### config.mk
export PLATFORM = sky130hd
export DESIGN_NAME = asc_scan_top
export DESIGN_NICKNAME = d
export VERILOG_FILES = /design/src/shared/asc_pkg.sv /design/src/shared/asc_led_if.sv /design/src/hdl/asc_scan_top.sv /design/src/hdl/asc_sync.sv /design/src/hdl/asc_led.sv
export VERILOG_INCLUDE_DIRS = /design/src /design/src/shared
export SDC_FILE = /design/constraint.sdc
export NUM_CORES = 2
export LEC_CHECK = 0
export ABC_AREA = 1
export BUFFER_PORTS_ARGS = -buffer_cell sky130_fd_sc_hd__clkbuf_2
export CELL_PAD_IN_SITES_DETAIL_PLACEMENT = 0
export CELL_PAD_IN_SITES_GLOBAL_PLACEMENT = 1
export CORE_ASPECT_RATIO = 0.5
export CORE_MARGIN = 2
export CORE_UTILIZATION = 49
export CTS_CLUSTER_SIZE = 24
export DETAILED_ROUTE_END_ITERATION = 8
export GPL_ROUTABILITY_DRIVEN = 0
export HOLD_SLACK_MARGIN = 0.08
export PLACE_DENSITY = 0.83
export SLEW_MARGIN = 40
export SYNTH_ARGS = -nofsm -noshare
export SYNTH_HDL_FRONTEND = slang
export SYNTH_SLANG_ARGS = --single-unit
### constraint.sdc
create_clock -name core_clk -period 10.45 [get_ports core_clk]
set_input_delay 2.09 -clock core_clk [delete_from_list [all_inputs] [get_ports core_clk]]
set_output_delay 2.09 -clock core_clk [all_outputs]
set_load 0.02 [all_outputs]
### src/shared/asc_regs.svh
`ifndef ASC_REGS_SVH
`define ASC_REGS_SVH
`define ASC_NUM_CH 16
`define ASC_SLOT_REF 5'h10
`define ASC_SLOT_CJ 5'h11
`define ASC_SLOT_FIRST 5'h00
`define ASC_DIAG_SW 8'hFF
`define ASC_RES_MAX 3'h4
`define ASC_RES_RST 3'h0
`define ASC_RES_SHIFT0 5'h08
`define ASC_FULL_MASK 24'hFFFFFF
`define ASC_REF_NOM 24'h800000
`define ASC_REF_LO 24'h700000
`define ASC_REF_HI 24'h900000
`define ASC_UNDER_LIM 24'h000400
`define ASC_OVER_LIM 24'hFFF000
`define ASC_ST_UNDER 24
`define ASC_ST_OVER 25
`define ASC_ST_OPEN 26
`define ASC_ST_CFG 27
`define ASC_CLK_MHZ 100
`define ASC_US_PER_MS 1000
`define ASC_BLINK_MS 250
`define ASC_TMO_MS 2500
`define ASC_SYNC_W 27
`endif

### src/shared/asc_pkg.sv
package asc_pkg;
    typedef logic [23:0] asc_val_t;
    typedef logic [31:0] asc_word_t;
    typedef enum logic [3:0] {
        SC_IDLE = 4'h1,
        SC_START = 4'h2,
        SC_WAIT = 4'h4,
        SC_WRITE = 4'h8
    } asc_scan_st_t;
    typedef enum logic [4:0] {
        LM_DARK = 5'h01,
        LM_GREEN = 5'h02,
        LM_GREEN_BLINK = 5'h04,
        LM_RED = 5'h08,
        LM_RED_FLASH = 5'h10
    } asc_led_mode_t;
endpackage : asc_pkg

### src/shared/asc_led_if.sv
`timescale 1ns/1ps
interface asc_led_if;
    logic powering;
    logic fatal;
    logic power_fail_interrupt_flag;
    logic cfgd;
    logic cfg_mode;
    logic lost;
    logic diag;
    logic red;
    logic green;
    modport ctl (output powering, fatal, power_fail_interrupt_flag, cfgd, cfg_mode, lost, diag,
        input red, green);
    modport led (input powering, fatal, power_fail_interrupt_flag, cfgd, cfg_mode, lost, diag,
        output red, green);
endinterface : asc_led_if

### src/hdl/asc_scan_top.sv
`timescale 1ns/1ps
`include "asc_regs.svh"
// Summary of operation
// - One converter; selector steps channels, reference, junction.
// - Converter resolution programmable 16 to 24 bits.
// - Each channel converted at its own resolution.
// - Latest corrected values rewritten to memory continuously.
// - Master reads memory anytime, even during writes.
// - Flag under range, over range, open input.
// - Open detect covers any wire or cable.
// - One cold junction shared, unless remote channel.
// - Switch gives bus address or diagnostics.
// - Flash red while powering up.
// - Dark after self-test until configured.
// - Steady green once configured and running.
// - Blink green when master enters configure.
// - Blink green when expander bus lost.
// - Steady red after fatal module failure.
// - Steady red on power fail interrupt.
// - Diagnostic mode shows pass or fail.
// - Calibrate continuously against system reference.
// - Apply corrections before storing each value.
// - Background integrity checks during scanning.
// - Twelve line synchronous parallel bus exchange.
// - Per channel status shows hardware, config errors.
module asc_scan_top #(
    parameter int unsigned BLINK_CYCLES =
        `ASC_BLINK_MS * `ASC_US_PER_MS * `ASC_CLK_MHZ,
    parameter int unsigned TMO_CYCLES =
        `ASC_TMO_MS * `ASC_US_PER_MS * `ASC_CLK_MHZ
) (
    input wire logic core_clk, // System clock
    input wire logic reset, // Synchronous reset
    input wire logic [7:0] addr_switch, // Address switch pins
    input wire logic pfi_pin, // Power fail interrupt pin
    input wire logic bus_lost_pin, // Expander watchdog lost
    input wire logic cable_absent_pin, // Termination cable off
    input wire logic [15:0] open_pin, // Per channel open wire
    input wire logic cfg_download, // Configuration written
    input wire logic master_execute, // Master in execute mode
    input wire logic res_wr_en, // Resolution write strobe
    input wire logic [3:0] res_wr_chan, // Channel to set
    input wire logic [2:0] res_wr_code, // 0..4 = 16..24 bits
    input wire logic [15:0] tc_mask, // Thermocouple channels
    input wire logic cj_remote_en, // Remote junction in use
    input wire logic [3:0] cj_remote_chan, // Remote junction channel
    input wire logic adc_done, // Conversion finished
    input wire asc_pkg::asc_val_t adc_data, // Conversion result
    output logic adc_start, // Start pulse
    output logic [4:0] adc_sel, // Input selector slot
    output logic [2:0] adc_res, // Resolution code
    input wire logic mem_rd_en, // Master read strobe
    input wire logic [3:0] mem_rd_addr, // Master read channel
    output asc_pkg::asc_word_t mem_rd_data, // Value and status
    output logic mem_rd_valid, // Read data valid
    output logic [7:0] slave_addr, // Expander bus address
    output logic diag_mode, // Stand-alone diagnostics
    output logic fatal, // Fatal failure latched
    output logic led_red, // Red lamp
    output logic led_green // Green lamp
);
    import asc_pkg::*;
    localparam logic [27:0] TMO_LIM = 28'(TMO_CYCLES);

    logic [7:0] sw_s;
    logic pfi_s, lost_s, cab_s;
    logic [15:0] open_s;

    asc_sync #(.W(`ASC_SYNC_W)) u_sync (
        .core_clk(core_clk),
        .reset(reset),
        .d({addr_switch, pfi_pin, bus_lost_pin, cable_absent_pin,
            open_pin}),
        .q({sw_s, pfi_s, lost_s, cab_s, open_s})
    );

    function automatic asc_val_t res_mask(input logic [2:0] code);
        logic [4:0] sh;
        sh = `ASC_RES_SHIFT0 - {1'b0, code, 1'b0};
        return `ASC_FULL_MASK << sh;
    endfunction : res_mask

    asc_scan_st_t st, next_st;
    logic [4:0] slot, next_slot;
    logic [27:0] tmo, next_tmo;
    asc_val_t offset, next_offset;
    asc_val_t cj_loc, next_cj_loc, cj_rem, next_cj_rem;
    asc_word_t wr_word, next_wr_word;
    logic wr_ok, next_wr_ok;
    logic next_fatal, powering, next_powering;
    logic next_start;
    logic [4:0] next_sel;
    logic [2:0] next_res_out;
    logic [2:0] res_tab [`ASC_NUM_CH];
    logic [2:0] next_res [`ASC_NUM_CH];
    logic [15:0] cfg_err, next_cfg_err;
    asc_word_t mem [`ASC_NUM_CH];
    asc_word_t next_rd_data;
    logic configured, next_configured;
    logic seen_exec, next_seen_exec;
    logic [3:0] chan;
    logic is_chan, is_rem;
    logic [2:0] cur_res;
    asc_val_t raw, corr, cj_add;

    assign chan = slot[3:0];
    assign is_chan = slot < `ASC_SLOT_REF;
    assign is_rem = cj_remote_en && (chan == cj_remote_chan);
    // References always run at full resolution for best calibration
    assign cur_res = is_chan ? res_tab[chan] : `ASC_RES_MAX;
    assign raw = adc_data & res_mask(cur_res);
    assign corr = raw - offset;
    // One junction value serves all thermocouples except the remote junction channel
    assign cj_add = (tc_mask[chan] && !is_rem)
        ? (cj_remote_en ? cj_rem : cj_loc) : '0;

    // Out-of-range codes clamp to full resolution and flag the channel
    for (genvar g = 0; g < `ASC_NUM_CH; g++)
    begin : g_res
        always_comb
        begin
            next_res[g] = res_tab[g];
            next_cfg_err[g] = cfg_err[g];
            if (res_wr_en && (res_wr_chan == 4'(g)))
            begin
                next_cfg_err[g] = res_wr_code > `ASC_RES_MAX;
                next_res[g] = next_cfg_err[g] ? `ASC_RES_MAX
                    : res_wr_code;
            end
        end
    end

    always_ff @(posedge core_clk)
    begin
        if (reset)
        begin
            res_tab <= '{default: `ASC_RES_RST};
            cfg_err <= '0;
        end
        else
        begin
            res_tab <= next_res;
            cfg_err <= next_cfg_err;
        end
    end

    always_comb
    begin
        next_st = st;
        next_slot = slot;
        next_tmo = tmo;
        next_offset = offset;
        next_cj_loc = cj_loc;
        next_cj_rem = cj_rem;
        next_wr_word = wr_word;
        next_wr_ok = wr_ok;
        next_fatal = fatal;
        next_powering = powering;
        next_start = 1'b0;
        next_sel = adc_sel;
        next_res_out = adc_res;
        unique case (st)
            SC_IDLE:
                next_st = SC_START;
            SC_START:
            begin
                next_start = 1'b1;
                next_sel = slot;
                next_res_out = cur_res;
                next_tmo = '0;
                next_wr_ok = 1'b0;
                next_st = SC_WAIT;
            end
            SC_WAIT:
            begin
                if (adc_done)
                begin
                    next_st = SC_WRITE;
                    if (slot == `ASC_SLOT_REF)
                    begin
                        next_offset = raw - `ASC_REF_NOM;
                        // Reference drift out of window is fatal
                        if (raw < `ASC_REF_LO || raw > `ASC_REF_HI)
                            next_fatal = 1'b1;
                        else
                            next_powering = 1'b0;
                    end
                    else if (slot == `ASC_SLOT_CJ)
                        next_cj_loc = corr;
                    else
                    begin
                        if (is_rem)
                            next_cj_rem = corr;
                        next_wr_ok = 1'b1;
                        next_wr_word = '0;
                        next_wr_word[23:0] = corr + cj_add;
                        next_wr_word[`ASC_ST_UNDER] =
                            raw < `ASC_UNDER_LIM;
                        next_wr_word[`ASC_ST_OVER] =
                            raw > `ASC_OVER_LIM;
                        next_wr_word[`ASC_ST_OPEN] =
                            open_s[chan] || cab_s;
                        next_wr_word[`ASC_ST_CFG] =
                            cfg_err[chan];
                    end
                end
                else if (tmo >= TMO_LIM)
                begin
                    // A stuck converter must not stall the scan
                    next_fatal = 1'b1;
                    next_st = SC_WRITE;
                end
                else
                    next_tmo = tmo + 28'h0000001;
            end
            SC_WRITE:
            begin
                next_slot = (slot == `ASC_SLOT_CJ) ? `ASC_SLOT_FIRST
                    : slot + 5'h01;
                next_st = SC_START;
            end
        endcase
    end

    always_ff @(posedge core_clk)
    begin
        if (reset)
        begin
            st <= SC_IDLE;
            slot <= `ASC_SLOT_REF;
            tmo <= '0;
            offset <= '0;
            cj_loc <= '0;
            cj_rem <= '0;
            wr_word <= '0;
            wr_ok <= 1'b0;
            fatal <= 1'b0;
            powering <= 1'b1;
            adc_start <= 1'b0;
            adc_sel <= `ASC_SLOT_REF;
            adc_res <= `ASC_RES_MAX;
        end
        else
        begin
            st <= next_st;
            slot <= next_slot;
            tmo <= next_tmo;
            offset <= next_offset;
            cj_loc <= next_cj_loc;
            cj_rem <= next_cj_rem;
            wr_word <= next_wr_word;
            wr_ok <= next_wr_ok;
            fatal <= next_fatal;
            powering <= next_powering;
            adc_start <= next_start;
            adc_sel <= next_sel;
            adc_res <= next_res_out;
        end
    end

    // Read sees the old word if written the same cycle
    always_ff @(posedge core_clk)
    begin
        if (reset)
            mem <= '{default: '0};
        else if (st == SC_WRITE && wr_ok)
            mem[chan] <= wr_word;
    end

    always_comb
    begin
        next_rd_data = mem_rd_en ? mem[mem_rd_addr] : mem_rd_data;
        next_configured = configured || cfg_download;
        next_seen_exec = cfg_download ? 1'b0
            : (seen_exec || (configured && master_execute));
    end

    always_ff @(posedge core_clk)
    begin
        if (reset)
        begin
            mem_rd_data <= '0;
            mem_rd_valid <= 1'b0;
            configured <= 1'b0;
            seen_exec <= 1'b0;
            slave_addr <= '0;
            diag_mode <= 1'b0;
        end
        else
        begin
            mem_rd_data <= next_rd_data;
            mem_rd_valid <= mem_rd_en;
            configured <= next_configured;
            seen_exec <= next_seen_exec;
            slave_addr <= sw_s;
            diag_mode <= sw_s == `ASC_DIAG_SW;
        end
    end

    asc_led_if li ();
    assign li.powering = powering;
    assign li.fatal = fatal;
    assign li.power_fail_interrupt_flag = pfi_s;
    assign li.cfgd = configured;
    assign li.cfg_mode = configured && seen_exec && !master_execute;
    assign li.lost = lost_s;
    assign li.diag = diag_mode;
    assign led_red = li.red;
    assign led_green = li.green;

    asc_led #(.BLINK_CYCLES(BLINK_CYCLES)) u_led (
        .core_clk(core_clk),
        .reset(reset),
        .li(li)
    );

    a_sel_range:
    assert property (@(posedge core_clk) disable iff (reset)
        adc_start |-> adc_sel <= `ASC_SLOT_CJ)
        else $error("selector slot out of range");
    a_res_legal:
    assert property (@(posedge core_clk) disable iff (reset)
        adc_res <= `ASC_RES_MAX)
        else $error("resolution code above 24 bits");
    a_res_applied:
    assert property (@(posedge core_clk) disable iff (reset)
        (adc_start && adc_sel < `ASC_SLOT_REF && !$past(res_wr_en))
        |-> adc_res == res_tab[adc_sel[3:0]])
        else $error("channel converted at wrong resolution");
    a_value_stored:
    assert property (@(posedge core_clk) disable iff (reset)
        (st == SC_WAIT && adc_done && is_chan) |=> st == SC_WRITE
        ##1 mem[$past(chan, 2)] == $past(wr_word))
        else $error("converted value not written to memory");
    a_open_flag:
    assert property (@(posedge core_clk) disable iff (reset)
        (st == SC_WAIT && adc_done && is_chan)
        |=> wr_word[`ASC_ST_OPEN] == $past(open_s[chan] || cab_s))
        else $error("open input flag wrong");
    a_cal_offset:
    assert property (@(posedge core_clk) disable iff (reset)
        (st == SC_WAIT && adc_done && slot == `ASC_SLOT_REF)
        |=> offset == $past(raw) - `ASC_REF_NOM)
        else $error("calibration offset not updated");
    a_ref_fatal:
    assert property (@(posedge core_clk) disable iff (reset)
        (st == SC_WAIT && adc_done && slot == `ASC_SLOT_REF
        && (raw < `ASC_REF_LO || raw > `ASC_REF_HI)) |=> fatal)
        else $error("bad reference not flagged fatal");
    a_read_port:
    assert property (@(posedge core_clk) disable iff (reset)
        mem_rd_en |=> mem_rd_valid
        && mem_rd_data == $past(mem[mem_rd_addr]))
        else $error("master read not served");
endmodule : asc_scan_top

### src/hdl/asc_sync.sv
`timescale 1ns/1ps
`include "asc_regs.svh"
module asc_sync #(
    parameter int W = `ASC_SYNC_W
) (
    input wire logic core_clk, // System clock
    input wire logic reset, // Synchronous reset
    input wire logic [W-1:0] d, // Asynchronous pins
    output logic [W-1:0] q // Synchronised copy
);
    logic [W-1:0] s1;
    logic [W-1:0] next_s1;
    logic [W-1:0] next_q;

    for (genvar g = 0; g < W; g++)
    begin : g_bit
        always_comb
        begin
            next_s1[g] = d[g];
            next_q[g] = s1[g];
        end
    end

    always_ff @(posedge core_clk)
    begin
        if (reset)
        begin
            s1 <= '0;
            q <= '0;
        end
        else
        begin
            s1 <= next_s1;
            q <= next_q;
        end
    end
endmodule : asc_sync

### src/hdl/asc_led.sv
`timescale 1ns/1ps
module asc_led #(
    parameter int unsigned BLINK_CYCLES = 25000000
) (
    input wire logic core_clk, // System clock
    input wire logic reset, // Synchronous reset
    asc_led_if.led li // Status in, lamp out
);
    import asc_pkg::*;
    localparam logic [24:0] LIM = 25'(BLINK_CYCLES - 1);
    asc_led_mode_t mode, next_mode;
    logic [24:0] cnt, next_cnt;
    logic phase, next_phase, next_red, next_green;

    always_comb
    begin
        next_cnt = cnt + 25'h0000001;
        next_phase = phase;
        if (cnt >= LIM)
        begin
            next_cnt = '0;
            next_phase = !phase;
        end
        // Red faults outrank everything else
        if (li.power_fail_interrupt_flag || li.fatal)
            next_mode = LM_RED;
        else if (li.powering)
            next_mode = LM_RED_FLASH;
        else if (li.diag)
            next_mode = LM_GREEN;
        else if (li.lost || li.cfg_mode)
            next_mode = LM_GREEN_BLINK;
        else if (li.cfgd)
            next_mode = LM_GREEN;
        else
            next_mode = LM_DARK;
        next_red = (next_mode == LM_RED)
            || ((next_mode == LM_RED_FLASH) && phase);
        next_green = (next_mode == LM_GREEN)
            || ((next_mode == LM_GREEN_BLINK) && phase);
    end

    always_ff @(posedge core_clk)
    begin
        if (reset)
        begin
            mode <= LM_RED_FLASH;
            cnt <= '0;
            phase <= 1'b0;
            li.red <= 1'b0;
            li.green <= 1'b0;
        end
        else
        begin
            mode <= next_mode;
            cnt <= next_cnt;
            phase <= next_phase;
            li.red <= next_red;
            li.green <= next_green;
        end
    end

    a_pfi_red:
    assert property (@(posedge core_clk) disable iff (reset)
        li.power_fail_interrupt_flag |=> li.red && !li.green)
        else $error("power fail not shown steady red");
    a_fatal_red:
    assert property (@(posedge core_clk) disable iff (reset)
        li.fatal [*2] |=> li.red [*2])
        else $error("fatal failure not shown steady red");
    a_flash_nogreen:
    assert property (@(posedge core_clk) disable iff (reset)
        (li.powering && !li.power_fail_interrupt_flag && !li.fatal) |=> !li.green)
        else $error("green shown during power-up");
    a_dark_wait:
    assert property (@(posedge core_clk) disable iff (reset)
        !(li.power_fail_interrupt_flag || li.fatal || li.powering || li.diag || li.lost
        || li.cfg_mode || li.cfgd) |=> !li.red && !li.green)
        else $error("lamp lit while awaiting configuration");
    a_run_green:
    assert property (@(posedge core_clk) disable iff (reset)
        (li.cfgd && !li.cfg_mode && !li.lost && !li.power_fail_interrupt_flag && !li.fatal
        && !li.powering) |=> li.green && !li.red)
        else $error("running module not steady green");
endmodule : asc_led

* Word level (Yosys, flattened, before mapping)
Cells that the tools add are included.
** Operators by class
- Add/sub/neg operators :: 7
- Order comparisons :: 12
- Eq/ne operators :: 35
- Shift-type cells :: 1
- Mux-type cells :: 40
- Bitwise gates (word level) :: 6
- Reduce and logical (&&, ||, !) cells :: 50
** Operators with widths (count)
- 512-bit bitwise mux :: 1
- 32-bit binary-select mux with 4-bit select :: 1
- 32-bit demux with 4-bit select :: 1
- 32-bit 2-to-1 mux :: 3
- 28-bit 2-to-1 mux :: 2
- 28-bit one-hot mux with 2 select lines :: 1
- 24-bit > comparator (second input constant) :: 2
- 24-bit 2-to-1 mux :: 2
- 4-bit equality test (second input constant) :: 9
- 28-bit by 1-bit adder with 28-bit output (second input constant) :: 1
- 28-bit >= comparator (second input constant) :: 1
- 25-bit by 1-bit adder with 25-bit output (second input constant) :: 1
- 25-bit >= comparator (second input constant) :: 1
- 1-bit logical AND :: 25
- 5-bit 2-to-1 mux :: 5
- 24-bit adder :: 1
- 24-bit bitwise AND :: 1
- 24-bit by 11-bit < comparator with 1-bit output (second input constant) :: 1
- 24-bit by 23-bit < comparator with 1-bit output (second input constant) :: 1
- 24-bit by 5-bit << shifter with 24-bit output (first input constant) :: 1
- 24-bit subtractor :: 1
- 24-bit subtractor (second input constant) :: 1
- 4-bit by 3-bit equality test with 1-bit output (second input constant) :: 5
- 4-bit AND reduction :: 5
- other kinds (35) :: 78
** Storage, ports and cells
- Register bits :: 851
- Bits of input ports :: 90
- Output and inout bits :: 54
- Logic and storage cells :: 224

* Depth between registers and ports, before layout
- Depth after elaboration :: 13
- Gate-level depth with buffers :: 45
- Depth with buffers taken out :: 43

* Cells and area by module
From an unflattened synthesis, not the netlist that was laid out.
** Second synthesis, totals
- Cell total of the unflattened synthesis :: 4866
- Area total of the unflattened synthesis :: 35242.6 µm²
** Modules (own cells, without submodules)
- asc_scan_top :: instances 1, cells each 4437, area an instance 32012.0 µm², sequential area each 14033.5 µm²
- asc_led :: instances 1, cells each 261, area an instance 1676.6 µm², sequential area each 560.5 µm²
- asc_sync :: instances 1, cells each 168, area an instance 1554.0 µm², sequential area each 1081.0 µm²

* Least setup slack after synthesis
OpenSTA, ideal clock, no wires.
- Path type :: input -> register
- Start point :: in adc_data[0]
- End point :: reg wr_word[20]
- Setup time :: 0.115 ns
- Arrival time :: 5.223 ns
- Required time :: 10.335 ns
- Setup slack :: 5.112 ns
- Cell stages on the path :: 25
- Buffers on the path :: 0
- Cell sequence :: nand3_1 > ha_1 > inv_1 > fa_1 > nand3_1 > nand3_1 > nand3_1 > nand2_1 > nand3_1 > nand2_1 > nand2_1 > nand2_1 > nand2_1 > nand2_1 > xor2_1 > ha_1 > nand2_1 > nor4_1 > a21oi_1 > nor3_1 > nor2_1 > o21ai_0 > xor2_1 > o21ai_0 > inv_1
** On the way
- Word-level cells in the longest chain between the ends :: 3
** Ends and longest elaborated chain
- from (decl) :: RTL line asc_scan_top.sv:48 : input wire asc_pkg::asc_val_t adc_data,
- 24-bit bitwise AND :: RTL line asc_scan_top.sv:111 : assign raw = adc_data & res_mask(cur_res);
- 24-bit subtractor :: RTL line asc_scan_top.sv:112 : assign corr = raw - offset;
- net corr[12] :: RTL line asc_scan_top.sv:104 : asc_val_t raw, corr, cj_add;
- 24-bit adder :: RTL line asc_scan_top.sv:196 : next_wr_word[23:0] = corr + cj_add;
- to (signal assigned) :: RTL line asc_scan_top.sv:251 : wr_word <= next_wr_word;
- to (decl) :: RTL line asc_scan_top.sv:88 : asc_word_t wr_word, next_wr_word;
The timed path passes the listed nets, and every way through them passes these cells.
A chain may end at the register's enable or synchronous reset.

* Final worst setup path
- Start point :: reg slot[1]
- End point :: reg wr_word[23]
** On the way
- Word-level cells in the longest chain between the ends :: 10
- Elaborated cells on any way between the ends :: 23
- Classes of those cells :: add/sub (3); order compare (1); eq/ne (3); shift (1); mux (7); bitwise (4); reduce/logical (4)
** Ends and longest elaborated chain
- from (decl) :: RTL line asc_scan_top.sv:84 : logic [4:0] slot, next_slot;
- from (signal assigned) :: RTL line asc_scan_top.sv:230 : slot <= `ASC_SLOT_REF;
- from (signal assigned) :: RTL line asc_scan_top.sv:246 : slot <= next_slot;
- 4-bit NOT with 5-bit output (implied by the code) :: RTL line asc_scan_top.sv:110 : assign cur_res = is_chan ? res_tab[chan] : `ASC_RES_MAX;
- 3-bit binary-select mux with 4-bit select :: RTL line asc_scan_top.sv:110
- 3-bit 2-to-1 mux (implied by the code) (2 in a row) :: RTL line asc_scan_top.sv:110
- 3-bit 2-to-1 mux (no source line) *
- 4-bit by 4-bit subtractor with 5-bit output (no source line) *
- 24-bit by 5-bit << shifter with 24-bit output (no source line) *
- 24-bit bitwise AND * :: RTL line asc_scan_top.sv:111
- 24-bit subtractor * :: RTL line asc_scan_top.sv:112
- net corr[16] :: RTL line asc_scan_top.sv:104
- 24-bit adder * :: RTL line asc_scan_top.sv:196
The timed path passes the listed nets; every way through them passes the cells marked *. The select of a mux whose other input is x is not followed.

==> out/results.tsv <==
stage	metric	value	unit
drt	initialDrtViolationCount	3145	
power	p_sw_frac	0.249	
sta	f_max	155	MHz
cts	cts-buffers-inserted	73	
cts	cts_resized	0	
die	dieHeight	192	um
die	ios	144	
cts	ctsHoldBuffers	0	
worst_setup_path	cp-start-kind	flip-flop	
worst_hold_path	hp-start	u_sync.next_q[22]	
die	floorplan.die.width	381	um
sta	post-route-worst-setup-slack	4.01	ns
global_routing	grt_overflow_total	0	
drt	route.detailed.drc	0	
cts	cts_sinks	783	
cts	clk_root_buffer_cell	sky130_fd_sc_hd__clkbuf_16	
finish	final_cells	5590	
global_routing	aggregate_global_route_resource_usage	0.278	
cts	clockBufferDepth	3	
power	p_clk_frac	0.442	
worst_setup_path	arrival	6.98	ns
placed_design	postPlaceCellArea	0.0357	mm2
worst_setup_path	endpoint_kind	flip-flop	
run_status	run_status	complete, no violations	
worst_setup_path	critical_path_peak_fanout	33	
worst_setup_path	cp_data_required_time	10.99	ns
die	core_area	0.0696	mm2
power	power.share.combinational	0.080	
finish	layout-drive-gt1-share	0.0818	
drt	num_vias	31600	
power	pwr_per_cell_area	166	mW/mm2
finish	layout_commonest_cell	sky130_fd_sc_hd__o21ai_0	
yosys	yosys_most_used_dff	sky130_fd_sc_hd__dfxtp_1	
worst_setup_path	cpPeakStageDelay	0.53	ns
yosys	netlist_instances	4681	
yosys	synth_edf_count	0	
drt	wl	104000	um
finish	syn2layout_area_growth	10.0	%
drt	viasPerCell	5.66	
worst_setup_path	critical_path.slowest_cell	sky130_fd_sc_hd__inv_2	
sta	finClkSkew	0.0283	ns
die	die_area	0.0732	mm2
cts	cts_tree	done	
yosys	synth_cell_area	0.0348	mm2
yosys	ys_types	55	
yosys	netlist_top_cells_area	sky130_fd_sc_hd__dfxtp_1 45%, sky130_fd_sc_hd__o21ai_0 13%, sky130_fd_sc_hd__a21oi_1 9.4%	
global_routing	grt_max_degree	215	
yosys	synth-seq-area-share	0.451	
power	totalPowerFinal	6.34	mW
worst_hold_path	hold_class	flip-flop to flip-flop	
worst_setup_path	startpoint	slot[1]	
global_routing	grt_pass1_vias	29100	
sta	post-route-period-util	0.616	
finish	fillers	6753	
sta	period_needed	6.44	ns
finish	finish.net_count	4732	
finish	finished_cell_area	0.0382	mm2
power	max-vdd-ir-drop	0.127	mV
worst_setup_path	worst_path_most_repeated_cell	sky130_fd_sc_hd__nand2_1	
power	internal_power	4.76	mW
cts	clkSlewWorstSetupHoldPaths	0.06	ns
drt	final_ant_viol_nets	0	
yosys	area_leader_netlist	sky130_fd_sc_hd__dfxtp_1	
power	netSwitchingPower	1.58	mW
cts	post-cts-setup-buffer-count	0	
sta	finalSetupViolations	0	
die	fp-row-count	68	
cts	clock_latency	0.67	ns
sta	slew_viol_final	0	
sta	relSlewSlack	0.430	
drt	iteration_count_of_the_initial_detailed_routing_pass	6	
finish	ff_latch_area	0.0157	mm2
placed_design	placedCellCount	5453	
finish	layout.cells.most_common_list	875 x sky130_fd_sc_hd__o21ai_0, 782 x sky130_fd_sc_hd__dfxtp_1, 651 x sky130_fd_sc_hd__a21oi_1	
power	p_leak	15.4	nW
yosys	yosys_register_bits	783	
global_routing	grt_antenna_before_repair	3	
die	floorplan.initialDensity	0.499	
cts	cts_max_level	3	
sta	final_hold_viol_count	0	
placed_design	place_hpwl	59000	um
worst_setup_path	critical_path.reg2reg.startpoint	slot[1]	
sta	finalSetupTns	0	ns
global_routing	grt_first_pass_wirelength	163000	um
worst_setup_path	worstSetupPathType	flip-flop to flip-flop	
placed_design	place_worst_setup_slack	4.09	ns
yosys	async_reset_ff_frac	0	
yosys	yosys_warnings	0	
power	p_seq_frac	0.478	
drt	average_wire_per_standard_cell	18.5	um
yosys	syn_avg_cell_area	7.42	um2
finish	multiInputGateArea	0.0161	mm2
yosys	synth_top_cell_area_share	0.451	
flow_run	cap_viol_max_count	0	
worst_setup_path	cp_top_family	simple AND/OR/NAND/NOR gates	
placed_design	port_buffers	139	
worst_setup_path	timing.critical_path.buf_inv	5	
sta	tightest_slew	0.854	ns
sta	grt_setup_unrepaired	no	
[cell usage after synthesis (5+ instances only)]
master	n
sky130_fd_sc_hd__nor3_1	37
sky130_fd_sc_hd__xnor2_1	12
sky130_fd_sc_hd__o211ai_1	43
sky130_fd_sc_hd__clkinv_1	19
sky130_fd_sc_hd__o21bai_1	7
sky130_fd_sc_hd__o221ai_1	70
sky130_fd_sc_hd__ha_1	56
sky130_fd_sc_hd__buf_2	51
sky130_fd_sc_hd__o21a_1	7
sky130_fd_sc_hd__buf_6	5
sky130_fd_sc_hd__nor3b_1	6
sky130_fd_sc_hd__nand2_2	6
sky130_fd_sc_hd__nor4_1	21
sky130_fd_sc_hd__nand2_1	299
sky130_fd_sc_hd__nor2_4	5
sky130_fd_sc_hd__clkbuf_1	284
sky130_fd_sc_hd__nor3_2	5
sky130_fd_sc_hd__o311ai_0	16
sky130_fd_sc_hd__dfxtp_1	783
sky130_fd_sc_hd__and3_1	5
sky130_fd_sc_hd__nor2_1	621
sky130_fd_sc_hd__buf_1	10
sky130_fd_sc_hd__o21ai_0	875
sky130_fd_sc_hd__o21ai_1	15
sky130_fd_sc_hd__inv_2	16
sky130_fd_sc_hd__a211oi_1	37
sky130_fd_sc_hd__o22ai_1	56
sky130_fd_sc_hd__nand3_1	142
sky130_fd_sc_hd__nand4_1	31
sky130_fd_sc_hd__a21oi_1	651
sky130_fd_sc_hd__nor2_2	6
sky130_fd_sc_hd__xor2_1	40
sky130_fd_sc_hd__inv_1	401
sky130_fd_sc_hd__buf_4	7
[power by group through the flow]
stage / clock, mW / sequential [mW] / combinational (mW)
2_1_floorplan: 0 / 3.11 / 0.335
3_3_place_gp: 0 / 3.10 / 0.500
3_5_place_dp: 0 / 3.10 / 0.500
4_1_cts: 2.85 / 3.03 / 0.503
5_1_grt: 2.97 / 3.03 / 0.565
6_report: 2.80 / 3.03 / 0.509
[metal layers]
| metal | up-vias | routed length [um] | global-route usage |
|---|---|---|---|
| li1 | 15700 | - | - |
| met1 | 14800 | 48500 | 0.395 |
| met2 | 990 | 45100 | 0.436 |
| met3 | 148 | 7710 | 0.0496 |
| met4 | 2 | 2260 | 0.0759 |
| met5 | - | 15 | 0 |
[logic make-up after synthesis]
kind of cell    share of synthesized area
simple gates                        0.146
buf+inv                            0.0895
fa+ha+maj                          0.0213
flops                               0.451
other cells                      0.000108
xor+xnor                           0.0131
compound gates                      0.279
[cell type report]
cell class,instances,area share
antenna,1,0.0000655
clock buffer,113,0.0589
clock inverter,22,0.00674
inverter,437,0.0434
multi-input combinational,3107,0.421
sequential,783,0.410
tap,945,0.0309
timing repair buffer,182,0.0286
[stage by stage]
step | util | hold WS, ns
2_1_floorplan | - | 0.388
3_3_place_gp | 0.513 | 0.390
3_5_place_dp | 0.513 | 0.392
4_1_cts | 0.549 | 0.401
5_1_grt | 0.549 | 0.418
6_report | 0.549 | 0.399
[flip-flops by register name, indices dropped and copies added, names as in the netlist, 25 cells and up]
| register | cells |
|---|---|
| u_sync.next_q | 27 |
| mem | 448 |
| wr_word | 28 |
| tmo | 28 |
| u_sync.q | 27 |
| u_led.cnt | 25 |
| res_tab | 48 |
| mem_rd_data | 28 |
[worst min-delay path: cells and delay by family, from the launching register on]
kind / cells / cell delay, ns
buf+inv: 1 / 0.04
flops: 1 / 0.29
simple gates: 1 / 0.03
[path summary, 6_finish.rpt]
kind / to / slack (ns) / cells after the start
hold reg to reg: u_sync.q[22] / 0.40 / 2
setup / recovery: wr_word[23] / 4.01 / 42
hold / removal: u_sync.q[22] / 0.40 / 2
setup reg to reg: wr_word[23] / 4.01 / 42
(Power assumes the default switching activity.)
